File: src/logic/cfg_header_defs.svh
// Offsets, field positions, fixed values and reset values of the
// configuration header. Assumes the includer works in whole 32-bit words.
// Overview of operation
// Offset 00h returns the 16-bit maker code, never writable.
// Offset 02h returns the 16-bit part code, never writable.
// Offset 08h returns a fixed silicon revision code.
// Offset 09h programming interface field always reads 00h.
// Command bits 15 to 3 are read-only and read zero.
// Command bit 2 enables bus mastering; zero forbids mastering.
// Command bit 1 is read-only and always reads zero.
// Command bit 0 enables I/O space response; zero ignores accesses.
// Subclass reads 00h combined, 01h audio, 80h modem.
// Offset 0Bh base class field is read-only.
// Status word is read-only and always reads 0290h.
// Base class reads 04h for audio, 07h for modem.
// Writes to read-only fields are accepted and change nothing.
`ifndef CFG_HEADER_DEFS_SVH
`define CFG_HEADER_DEFS_SVH

// Dword byte addresses
`define CFG_ID_WORD 8'h00
`define CFG_CMD_WORD 8'h04
`define CFG_CLASS_WORD 8'h08

// Byte offsets of the fields
`define CFG_MAKER_OFS 8'h00
`define CFG_PART_OFS 8'h02
`define CFG_CMD_OFS 8'h04
`define CFG_STATUS_OFS 8'h06
`define CFG_REV_OFS 8'h08
`define CFG_PI_OFS 8'h09
`define CFG_SUB_OFS 8'h0a
`define CFG_BASE_OFS 8'h0b

// Command bit positions
`define CMD_IO_BIT 0
`define CMD_MASTER_BIT 2

// Fixed values
`define STATUS_VALUE 16'h0290
`define PI_VALUE 8'h00
`define SUB_COMBINED 8'h00
`define SUB_AUDIO 8'h01
`define SUB_MODEM 8'h80
`define BASE_AUDIO 8'h04
`define BASE_MODEM 8'h07

// Reset values of the writable command bits
`define CMD_MASTER_RESET 1'b0
`define CMD_IO_RESET 1'b0

`endif

File: src/logic/cfg_header_pkg.sv
// Types shared by the configuration header.
// Assumes nothing of its surroundings.
`default_nettype none
package cfg_header_pkg;

  // Which function this header describes
  typedef enum logic [1:0] {
    FUNC_COMBINED,
    FUNC_AUDIO,
    FUNC_MODEM
  } func_mode_t;

endpackage
`default_nettype wire

File: src/logic/pci_config_header.sv
// Configuration header register bank: identity, class codes, command and
// status. Assumes a configuration cycle front end on the same clock that
// presents one request per pulse of cfg_req with dword address and lanes.
// Every request is answered one cycle later; nothing is ever refused.
// The master and I/O gates assume requests from logic on this clock,
// so no synchroniser sits in front of them.
`timescale 1ns/1ps
`default_nettype none
`include "cfg_header_defs.svh"
module pci_config_header #(
  parameter logic [15:0] MAKER_CODE = 16'h0a5a, // Arbitrary value
  parameter logic [15:0] PART_CODE = 16'h0b6b, // Arbitrary value
  parameter logic [7:0] REVISION_CODE = 8'h03, // Arbitrary value
  parameter cfg_header_pkg::func_mode_t FUNC_MODE =
    cfg_header_pkg::FUNC_COMBINED
) (
  input wire logic clock,
  input wire logic rst_n,
  input wire logic cfg_req,
  input wire logic cfg_we,
  input wire logic [7:0] cfg_addr,
  input wire logic [3:0] cfg_be,
  input wire logic [31:0] cfg_wdata,
  output logic cfg_ack_q,
  output logic [31:0] cfg_rdata_q,
  output logic master_enable_bit_q,
  output logic io_enable_q,
  input wire logic master_req,
  output logic master_grant_q,
  input wire logic io_hit,
  output logic io_claim_q
);

  // Subclass from the function mode
  function automatic logic [7:0] subclass_of(
    input cfg_header_pkg::func_mode_t m);
    logic [7:0] v;
    v = `SUB_COMBINED;
    case (m)
      cfg_header_pkg::FUNC_AUDIO: v = `SUB_AUDIO;
      cfg_header_pkg::FUNC_MODEM: v = `SUB_MODEM;
      default: v = `SUB_COMBINED;
    endcase
    return v;
  endfunction

  // Base class from the function mode; combined sits on the audio function
  function automatic logic [7:0] base_of(
    input cfg_header_pkg::func_mode_t m);
    logic [7:0] v;
    v = (m == cfg_header_pkg::FUNC_MODEM) ? `BASE_MODEM : `BASE_AUDIO;
    return v;
  endfunction

  // Class fields are fixed at elaboration; software can never move them
  localparam logic [7:0] SUBCLASS_FIELD = subclass_of(FUNC_MODE);
  localparam logic [7:0] BASE_CLASS_FIELD = base_of(FUNC_MODE);

  // Dword selects of the mapped words, cut to the six address bits
  // the decoder looks at; the low two byte bits are ignored
  localparam logic [5:0] ID_SEL = 6'(`CFG_ID_WORD >> 2);
  localparam logic [5:0] CMD_SEL = 6'(`CFG_CMD_WORD >> 2);
  localparam logic [5:0] CLASS_SEL = 6'(`CFG_CLASS_WORD >> 2);

  logic master_enable_bit_d;
  logic io_enable_d;
  logic cfg_ack_d;
  logic [31:0] cfg_rdata_d;
  logic master_grant_d;
  logic io_claim_d;
  logic [5:0] word_sel;
  logic cmd_write;

  // Dword decode; a command write needs the low byte lane, since both
  // writable bits live in the low byte
  assign word_sel = cfg_addr[7:2];
  assign cmd_write = cfg_req && cfg_we && cfg_be[0] &&
    (word_sel == CMD_SEL);

  // Next values of command bits, read data and gated requests
  always_comb begin
    master_enable_bit_d = master_enable_bit_q;
    io_enable_d = io_enable_q;
    cfg_rdata_d = 32'h0000_0000;
    // Only bits 2 and 0 hold state; other written bits fall away
    if (cmd_write) begin
      master_enable_bit_d = cfg_wdata[`CMD_MASTER_BIT];
      io_enable_d = cfg_wdata[`CMD_IO_BIT];
    end
    // Reads of unmapped dwords return zero
    if (cfg_req && !cfg_we) begin
      if (word_sel == ID_SEL) begin
        cfg_rdata_d = {PART_CODE, MAKER_CODE};
      end else if (word_sel == CMD_SEL) begin
        cfg_rdata_d = {`STATUS_VALUE, 13'h0000, master_enable_bit_q,
          1'b0, io_enable_q};
      end else if (word_sel == CLASS_SEL) begin
        cfg_rdata_d = {BASE_CLASS_FIELD, SUBCLASS_FIELD, `PI_VALUE,
          REVISION_CODE};
      end
    end
    cfg_ack_d = cfg_req;
    master_grant_d = master_req && master_enable_bit_q;
    io_claim_d = io_hit && io_enable_q;
  end

  // Registers; every output comes straight from one of these flops so
  // the host never sees a combinational path from its own request
  always_ff @(posedge clock or negedge rst_n) begin
    if (!rst_n) begin
      master_enable_bit_q <= `CMD_MASTER_RESET;
      io_enable_q <= `CMD_IO_RESET;
      cfg_ack_q <= 1'b0;
      cfg_rdata_q <= 32'h0000_0000;
      master_grant_q <= 1'b0;
      io_claim_q <= 1'b0;
    end else begin
      master_enable_bit_q <= master_enable_bit_d;
      io_enable_q <= io_enable_d;
      cfg_ack_q <= cfg_ack_d;
      cfg_rdata_q <= cfg_rdata_d;
      master_grant_q <= master_grant_d;
      io_claim_q <= io_claim_d;
    end
  end

  logic rd_id;
  logic rd_cmd;
  logic rd_class;
  // Read requests per mapped dword, seen by the checks below
  assign rd_id = cfg_req && !cfg_we && (word_sel == ID_SEL);
  assign rd_cmd = cfg_req && !cfg_we && (word_sel == CMD_SEL);
  assign rd_class = cfg_req && !cfg_we && (word_sel == CLASS_SEL);
endmodule
`default_nettype wire

File: config.mk
export PLATFORM = sky130hd
export DESIGN_NAME = pci_config_header
export DESIGN_NICKNAME = d
export VERILOG_FILES = /design/src/logic/cfg_header_pkg.sv /design/src/logic/pci_config_header.sv
export VERILOG_INCLUDE_DIRS = /design/src /design/src/logic
export SDC_FILE = /design/constraint.sdc
export NUM_CORES = 1
export LEC_CHECK = 0
export ABC_AREA = 1
export BUFFER_PORTS_ARGS = -buffer_cell sky130_fd_sc_hd__buf_2
export CAP_MARGIN = 10
export CORE_ASPECT_RATIO = 0.9
export CORE_MARGIN = 5
export CORE_UTILIZATION = 34
export DETAILED_ROUTE_END_ITERATION = 6
export PLACE_DENSITY = 0.84
export SETUP_SLACK_MARGIN = 0.2
export SLEW_MARGIN = 15
export SYNTH_ARGS = -nofsm -noshare
export SYNTH_HDL_FRONTEND = slang
export SYNTH_SLANG_ARGS = --single-unit
File: constraint.sdc
create_clock -name clock -period 1.5 [get_ports clock]
set_clock_uncertainty 0.05 [all_clocks]
set_input_delay 0.075 -clock clock [delete_from_list [all_inputs] [get_ports clock]]
set_output_delay 0.075 -clock clock [all_outputs]
set_load 0.02 [all_outputs]
==> results of run 1 <==
layout by cell type (no fill, tap or decap), drive strengths merged:
cell         count
nand3            4
dfrtp           12
dlygate4sd3      6
nor3b            1
clkbuf           4
conb            13
nand4            3
nor2            11
buf             38
nand2           12
inv              9
nor3             2
critical path, stage by stage:
cell           delay (ns)
dlygate4sd3_1        0.53
buf_2                0.14
nor2_4               0.18
nand3_2              0.13
nand2_1              0.07
nand2_1              0.06
nor2_2               0.07
worst min path at each step:
stage                 startpoint             end  depth (start not counted)
finish              cfg_wdata[0]     io_enable_q                          3
global route        cfg_wdata[0]     io_enable_q                          3
CTS                 cfg_wdata[0]     io_enable_q                          3
detailed placement         rst_n  cfg_rdata_q[1]                          1
global placement           rst_n       cfg_ack_q                          1
floorplan                  rst_n       cfg_ack_q                          0
kinds of logic (layout without fill, tap and decap cells):
family / Yosys count / count (layout)
flops: 12 / 12
buf+inv: 34 / 57
other cells: 1 / 13
simple gates: 33 / 33
report_power, final:
group | internal [mW] | total, mW | switching [mW]
combinational | 0.0368 | 0.114 | 0.0776
clock | 0.147 | 0.248 | 0.101
sequential | 0.329 | 0.333 | 0.00362
total | 0.513 | 0.696 | 0.182
per-layer routing:
metal	vias up	share of wire	routed length, microns	GRT usage
met5	-	0	0	0
met4	0	0.030	40	0.0811
met3	4	0.16	221	0.0390
met2	33	0.46	616	0.147
met1	238	0.35	465	0.0919
li1	280	-	-	-
cell usage after synthesis (all sizes together):
master / count
buf: 25
conb: 1
dfrtp: 12
inv: 9
nand2: 12
nand3: 4
nand4: 3
nor2: 11
nor3: 2
nor3b: 1
layout make-up:
type,instances,share of cell area
sequential,12,0.345
timing repair buffer,44,0.287
multi-input combinational,46,0.251
clock buffer,4,0.0417
inverter,9,0.0388
tap,25,0.0359
registers in the layout, summed over array words and instances (netlist names):
register	count
master_enable_bit_q	1
master_grant_q	1
io_enable_q	1
cfg_ack_q	1
cfg_rdata_q	7
io_claim_q	1
what timing repair did:
action                                  in CTS  in global routing
endpoints found under the setup margin       0                  0
hold endpoints to repair                    16                  0
hold buffers                                 6                  0
per-stage QoR:
stage / hold slack [ns] / util / worst slack (ns) / instances
5_1_grt: 0.00931 / 0.450 / 0.316 / 140
4_1_cts: 0.00665 / 0.450 / 0.399 / 140
3_3_place_gp: -0.0919 / 0.401 / 0.670 / 130
6_report: 0.00970 / 0.450 / 0.390 / 140
2_1_floorplan: -0.271 / - / 0.581 / 92
3_5_place_dp: -0.0928 / 0.401 / 0.611 / 130
==> results.cfg, run 1 <==
[status]
outcome = finished, final reports clean

[logic_synthesis]
synth_area_per_cell_sq_um = 8.70
synth_warnings = 0
yosys.area.top_type = dfrtp_1
yosys.area_share.adder = 0
synth.top_cell.area_share = 0.432
synth.area.mux_share = 0
synth_top_family_by_area = buffers and inverters
synth_area_sq_um = 696
yosysSeqAreaShare = 0.432
synth_xor_area_frac = 0
syn-instance-count = 80
synth_compound_area_frac = 0
synth_cell_type_count = 13
ys_ff_latch = 12
synth.area.top_cells = dfrtp_1 43%, buf_4 27%, nand2_1 6.5%, inv_1 4.9%, nor2_2 3.6%
synth-simple-area-share = 0.245

[layout]
final_layout_size_suffix_gt1_frac = 0.426
antenna_cells = 0
multi_input_area_sq_um = 219
area_delta_synth_final_pct = 25.2
seqCellArea_sq_um = 300
fill_cells = 200
final_area_sq_um = 871
nNetsFinal = 166

[pwr]
leakagePower_nw = 0.545
total_power_mw = 0.696
irDropWorstVdd_mv = 0.237
power_density_nw_per_um2 = 799

[clocking]
cts_max_level = 1
numCtsBuffers = 3
clock-sinks = 12
clkTransAtPathRegs_ns = 0.07
postCtsSetupBuffers = 0
cts.path.max_buffers = 2
post_cts_resized = 0
cts_tree = yes
clkLatencyLatePin_ns = 0.27
root_buffer = clkbuf_4

[timing]
timing.final.hold_violations = 0
final-max-slew-violation-count = 0
max_freq_mhz = 901
setup_viol = 0
fin_crit_ns = 1.11
final.period_utilization = 0.740
fin_setup_tns_ns = 0
grt_setup_unrepaired = no

[critical_path]
endpoint_kind = register
reg2reg_depth = 4
critPathLaunchType = input pin
worst_ep_required_time_ns = 1.65
crit_fanout = 7
reg2reg_to = cfg_rdata_q[0]
crit_path_end = cfg_rdata_q[0]
arrival_ns = 1.26
criticalPathCategory = in2reg
r2r_start = io_enable_q
crit_start = cfg_addr[7]
reg2reg_slack_ns = 0.64

[routing]
vias = 555
wl_per_cell_microns = 9.59
routed_via_density = 3.96
totalWireLength_microns = 1340
drc_errors = 0
drtIter0Drc = 3
ant_nets = 0
firstDrtPassIters = 2

[floorplanning]
rows = 15
start_util = 0.360
fp.dieW_microns = 57.7
die_area_sq_um = 3050
boundaryPins = 87
core_area_sq_um = 1930
die_y_microns = 52.9

[placed_design]
hpwl_microns = 1140
placed_area_sq_um = 774
io_buffers = 38
routabilityCongestion = 0.806

[global_route]
grt_pass1_vias = 499
grt_use_total = 0.0919
grt_pass1_wl_microns = 2050
grt_max_degree = 13
overflow = 0
antenna_found_initial = 0

[min_path]
hold_class = in2reg

[run]
max_cap_viol_count = 0
Power figures use the tool's default switching activity.
==> run 2, diff against run 1 <==
--- a/config.mk
+++ b/config.mk
@@ -11,9 +11,9 @@
 export CAP_MARGIN = 10
 export CORE_ASPECT_RATIO = 0.9
 export CORE_MARGIN = 5
-export CORE_UTILIZATION = 34
+export CORE_UTILIZATION = 28
 export DETAILED_ROUTE_END_ITERATION = 6
-export PLACE_DENSITY = 0.84
+export PLACE_DENSITY = 0.74
 export SETUP_SLACK_MARGIN = 0.2
 export SLEW_MARGIN = 15
 export SYNTH_ARGS = -nofsm -noshare
==> constraint.sdc (replaced) <==
create_clock -name clock -period 1.02 [get_ports clock]
set_clock_uncertainty 0.05 [all_clocks]
set_input_delay 0.051 -clock clock [delete_from_list [all_inputs] [get_ports clock]]
set_output_delay 0.051 -clock clock [all_outputs]
set_load 0.02 [all_outputs]
==> run 2 against run 1 <==
  * Non-clock buffer count rose by 3
  * Critical path type is now reg2out
  * Hold slack better by 0.022 ns
  * Count of clock-buffer cells in the layout is the same
  * Final cell count is 4.3% higher
  * Die area grew 17%
==> results.cfg, run 2 (synthesis gave the netlist of run 1 again) <==
[critical_path]
path_depth = 1
cpPeakStageDelay_ns = 0.45
arrival_ns = 0.90
critPathLaunchType = register
criticalPathCategory = reg2out
crit_path_end = cfg_rdata_q[22]
reg2reg_to = cfg_rdata_q[2]
endpoint_kind = output pin
reg2reg_depth = 2
crit_fanout = 12
cp_cell_sequence = buf_2
reg2reg_slack_ns = 0.17
cp.buffers_inverters = 1
crit_start = cfg_rdata_q[24]
cp_slowest_cell = dfrtp_2
crit_family = flip-flops
r2r_start = master_enable_bit_q
worst_ep_required_time_ns = 0.92

[placed_design]
hpwl_microns = 1160
placed_area_sq_um = 781
io_buffers = 38
routabilityCongestion = 0.756

[floorplanning]
rows = 17
die_y_microns = 57.3
die_area_sq_um = 3580
core_area_sq_um = 2420
boundaryPins = 87
start_util = 0.287
fp.dieW_microns = 62.5

[timing]
setup_viol = 0
timing.final.hold_violations = 0
final.period_utilization = 0.978
grt_setup_unrepaired = yes
fin_crit_ns = 0.997
max_freq_mhz = 1000
final-max-slew-violation-count = 0
fin_setup_tns_ns = 0

[clocking]
cts_max_level = 1
cts_tree = yes
root_buffer = clkbuf_4
clkTransAtPathRegs_ns = 0.07
cts.path.max_buffers = 2
numCtsBuffers = 3
clock-sinks = 12
clkLatencyLatePin_ns = 0.27

[min_path]
whs_path_depth = 4
hold_class = in2reg

[global_route]
antenna_found_initial = 0
grt_pass1_wl_microns = 2120
overflow = 0
grt_max_degree = 13
grt_use_total = 0.0717
grt_pass1_vias = 512

[run]
max_cap_viol_count = 0

[routing]
wl_met2_microns = 610
wl_per_cell_microns = 9.06
drc_errors = 0
totalWireLength_microns = 1320
met3_length_microns = 221
firstDrtPassIters = 4
drtIter0Drc = 4
vias = 553
routed_via_density = 3.79
wl_met1_microns = 471
ant_nets = 0
highest_layer = met4

[status]
outcome = finished, final reports clean

[layout]
area_delta_synth_final_pct = 41.7
largest_reg_flops = 7
largest_register = cfg_rdata_q
layout_commonest_cell = buf_2
antenna_cells = 0
layout_common_cells = 26 x buf_2, 13 x conb_1, 13 x buf_6, 11 x nand2_1, 10 x dfrtp_1
final_layout_size_suffix_gt1_frac = 0.458
final_area_sq_um = 986
nNetsFinal = 169

[pwr]
leakagePower_nw = 0.565
irDropWorstVdd_mv = 0.375
power_density_nw_per_um2 = 1060
-- run 2: what timing repair did --
| action | in CTS | in global routing |
|---|---|---|
| gates resized for setup | 24 | 3 |
| setup endpoints to repair | 25 | 28 |
| gates cloned | 0 | 0 |
| buffers inserted | 1 | 0 |
| endpoints found under the hold margin | 18 | 0 |
| hold buffers | 8 | 0 |
-- run 2: worst min-delay path by stage --
| stage | end | from |
|---|---|---|
| 6_report | cfg_rdata_q[23] | cfg_addr[3] |
| 5_1_grt | cfg_rdata_q[23] | cfg_addr[3] |
| 4_1_cts | cfg_rdata_q[23] | cfg_addr[3] |
| 3_5_place_dp | cfg_rdata_q[1] | rst_n |
| 3_3_place_gp | cfg_rdata_q[1] | rst_n |
| 2_1_floorplan | cfg_ack_q | rst_n |
-- run 2: area by class of cell --
cell class / instances / area [sq um]
inverter: 9 / 33.8
tap: 28 / 35.0
multi-input combinational: 46 / 221
sequential: 12 / 303
fill: 261 / 1440
timing repair buffer: 47 / 357
clock buffer: 4 / 36.3
-- run 2: report_power, final --
group	leakage, nW	internal [mW]	total, mW	switching (mW)
combinational	0.383	0.0734	0.188	0.115
clock	0.0210	0.217	0.361	0.144
sequential	0.161	0.485	0.492	0.00700
total	0.565	0.775	1.04	0.266
-- run 2: stage by stage --
step                power (mW)   util  cells  setup WS (ns)  hold slack [ns]
floorplan                0.630      -     92          0.183           -0.295
global placement         0.646  0.322    133          0.209           -0.120
detailed placement       0.649  0.322    133          0.179           -0.118
CTS                       1.05  0.404    146         0.0126           0.0305
global route              1.10  0.407    146        -0.0415           0.0443
finish                    1.04  0.407    146         0.0229           0.0318
-- run 2: per-layer routing --
layer / global-route usage / vias up
met2: 0.115 / 34
met3: 0.0315 / 2
met1: 0.0738 / 236
met5: 0 / -
li1: - / 281
met4: 0.0545 / 0
==> run 3, diff against run 2 <==
--- a/config.mk
+++ b/config.mk
@@ -13,7 +13,7 @@
 export CORE_MARGIN = 5
 export CORE_UTILIZATION = 28
 export DETAILED_ROUTE_END_ITERATION = 6
-export PLACE_DENSITY = 0.74
+export PLACE_DENSITY_LB_ADDON = 0.15
 export SETUP_SLACK_MARGIN = 0.2
 export SLEW_MARGIN = 15
 export SYNTH_ARGS = -nofsm -noshare
==> run 3 against run 2 <==
  * Final cell count rose by 0.68%
  * Power is 0.67% higher
  * Setup slack better by 0.0078 ns
  * Register-to-register slack about the same
  * Via count up 0.90%
  * Combinational power grew 4%
  * Sequential power is essentially flat
==> results.cfg, run 3 (synthesis gave the netlist of run 1 again) <==
[placed_design]
routabilityCongestion = 0.766
io_buffers = 38
hpwl_microns = 1090
pre_cts_ws_ns = 0.188

[timing]
timing.hold.ws_ns = 0.0405
fin_crit_ns = 0.989
max_freq_mhz = 1010
setup_viol = 0
timing.final.hold_violations = 0
final-max-slew-violation-count = 0
grt_setup_unrepaired = yes
final.period_utilization = 0.970
finalWorstSetupSlack_ns = 0.0306
fin_setup_tns_ns = 0

[critical_path]
reg2reg_to = cfg_rdata_q[0]
cp_slowest_cell = dfrtp_2
criticalPathCategory = reg2out
worst_ep_required_time_ns = 0.92
endpoint_kind = output pin
critPathLaunchType = register
crit_family = flip-flops
cp.buffers_inverters = 1
reg2reg_slack_ns = 0.17
r2r_start = io_enable_q
cpPeakStageDelay_ns = 0.45
crit_fanout = 12
reg2reg_depth = 4
arrival_ns = 0.89
cp_cell_sequence = buf_2

[pwr]
irDropWorstVdd_mv = 0.507
power_density_nw_per_um2 = 1040
total_power_mw = 1.05
leakagePower_nw = 0.585

[min_path]
whs_path_depth = 4
min_to = cfg_rdata_q[24]
hold_class = in2reg
worstHoldStart = cfg_we

[layout]
antenna_cells = 0
area_delta_synth_final_pct = 44.2
layout_commonest_cell = buf_2
seqCellArea_sq_um = 303
multi_input_area_sq_um = 228
nNetsFinal = 170
fin_util = 0.414
fill_cells = 258
largest_reg_flops = 7
largest_register = cfg_rdata_q
final_layout_size_suffix_gt1_frac = 0.462
layout_common_cells = 26 x buf_2, 14 x buf_6, 13 x conb_1, 11 x nand2_1, 10 x dfrtp_1

[routing]
wl_per_cell_microns = 8.86
drc_errors = 0
routed_via_density = 3.80
totalWireLength_microns = 1300
drtIter0Drc = 2
firstDrtPassIters = 3
vias = 558
ant_nets = 0

[global_route]
overflow = 0
grt_pass1_wl_microns = 2140
grt_use_total = 0.0729
antenna_found_initial = 0
grt_max_degree = 13
grt_pass1_vias = 512

[clocking]
cts_tree = yes
numCtsBuffers = 3
cts.path.max_buffers = 2
clkLatencyLatePin_ns = 0.26
cts_max_level = 1
clkTransAtPathRegs_ns = 0.07
clock-sinks = 12
root_buffer = clkbuf_4

[floorplanning]
core_area_sq_um = 2420
fp.dieW_microns = 62.5
die_y_microns = 57.3
boundaryPins = 87
rows = 17
die_area_sq_um = 3580
start_util = 0.287

[status]
outcome = finished, final reports clean

[run]
max_cap_viol_count = 0
==> run 3: cell types whose count changed in the layout (fill, tap and decap cells not counted) <==
cell / delta
buf_6: +1
nor3b_2: -1
nor3b_4: +1
==> run 3: final cells by class <==
class / instances / share of cell area
Timing Repair Buffer: 48 / 0.367
Sequential cell: 12 / 0.302
Multi-Input combinational cell: 46 / 0.227
Clock buffer: 4 / 0.0362
Tap cell: 28 / 0.0349
Inverter: 9 / 0.0337
==> run 3: per-layer routing <==
| layer | wire length, microns | vias up | GRT usage |
|---|---|---|---|
| li1 | - | 285 | - |
| met1 | 554 | 233 | 0.0942 |
| met2 | 521 | 38 | 0.0976 |
| met3 | 205 | 2 | 0.0276 |
| met4 | 21 | 0 | 0.0545 |
| met5 | 0 | - | 0 |
==> run 3: timing repair <==
action | in CTS | in global routing
setup buffers | 1 | 1
hold buffers | 8 | 0
endpoints found under the hold margin | 18 | 0
pin swaps | 0 | 3
gates resized for setup | 24 | 5
endpoints found under the setup margin | 25 | 27
cloned | 0 | 0
==> run 3: how the worst max path moves through the flow <==
stage,start,endpoint,slack [ns],depth (start not counted)
2_1_floorplan,io_enable_q,cfg_rdata_q[0],0.18,4
3_3_place_gp,cfg_addr[3],io_enable_q,0.19,7
3_5_place_dp,cfg_addr[3],master_enable_bit_q,0.19,7
4_1_cts,cfg_rdata_q[24],cfg_rdata_q[24],0.01,1
5_1_grt,cfg_rdata_q[24],cfg_rdata_q[9],-0.04,1
6_report,cfg_rdata_q[24],cfg_rdata_q[24],0.03,1
==> run 3: metrics by stage <==
stage | cells | instance area, sq um
finish | 147 | 1000
global route | 147 | 1000
CTS | 146 | 980
detailed placement | 133 | 781
global placement | 133 | 781
floorplan | 92 | 743
==> run 3: worst reg2reg max path: cells and delay by family, from the launching register on <==
| family | cells | cell delay (ns) |
|---|---|---|
| buffers and inverters | 1 | 0.05 |
| AND/OR/NAND/NOR | 3 | 0.20 |
| flip-flops | 1 | 0.44 |
==> run 3: where the power goes <==
| part | internal (mW) | switching (mW) | leakage, nW |
|---|---|---|---|
| Clock | 0.216 | 0.145 | 0.0210 |
| Combinational | 0.0775 | 0.117 | 0.403 |
| Sequential | 0.485 | 0.00732 | 0.161 |
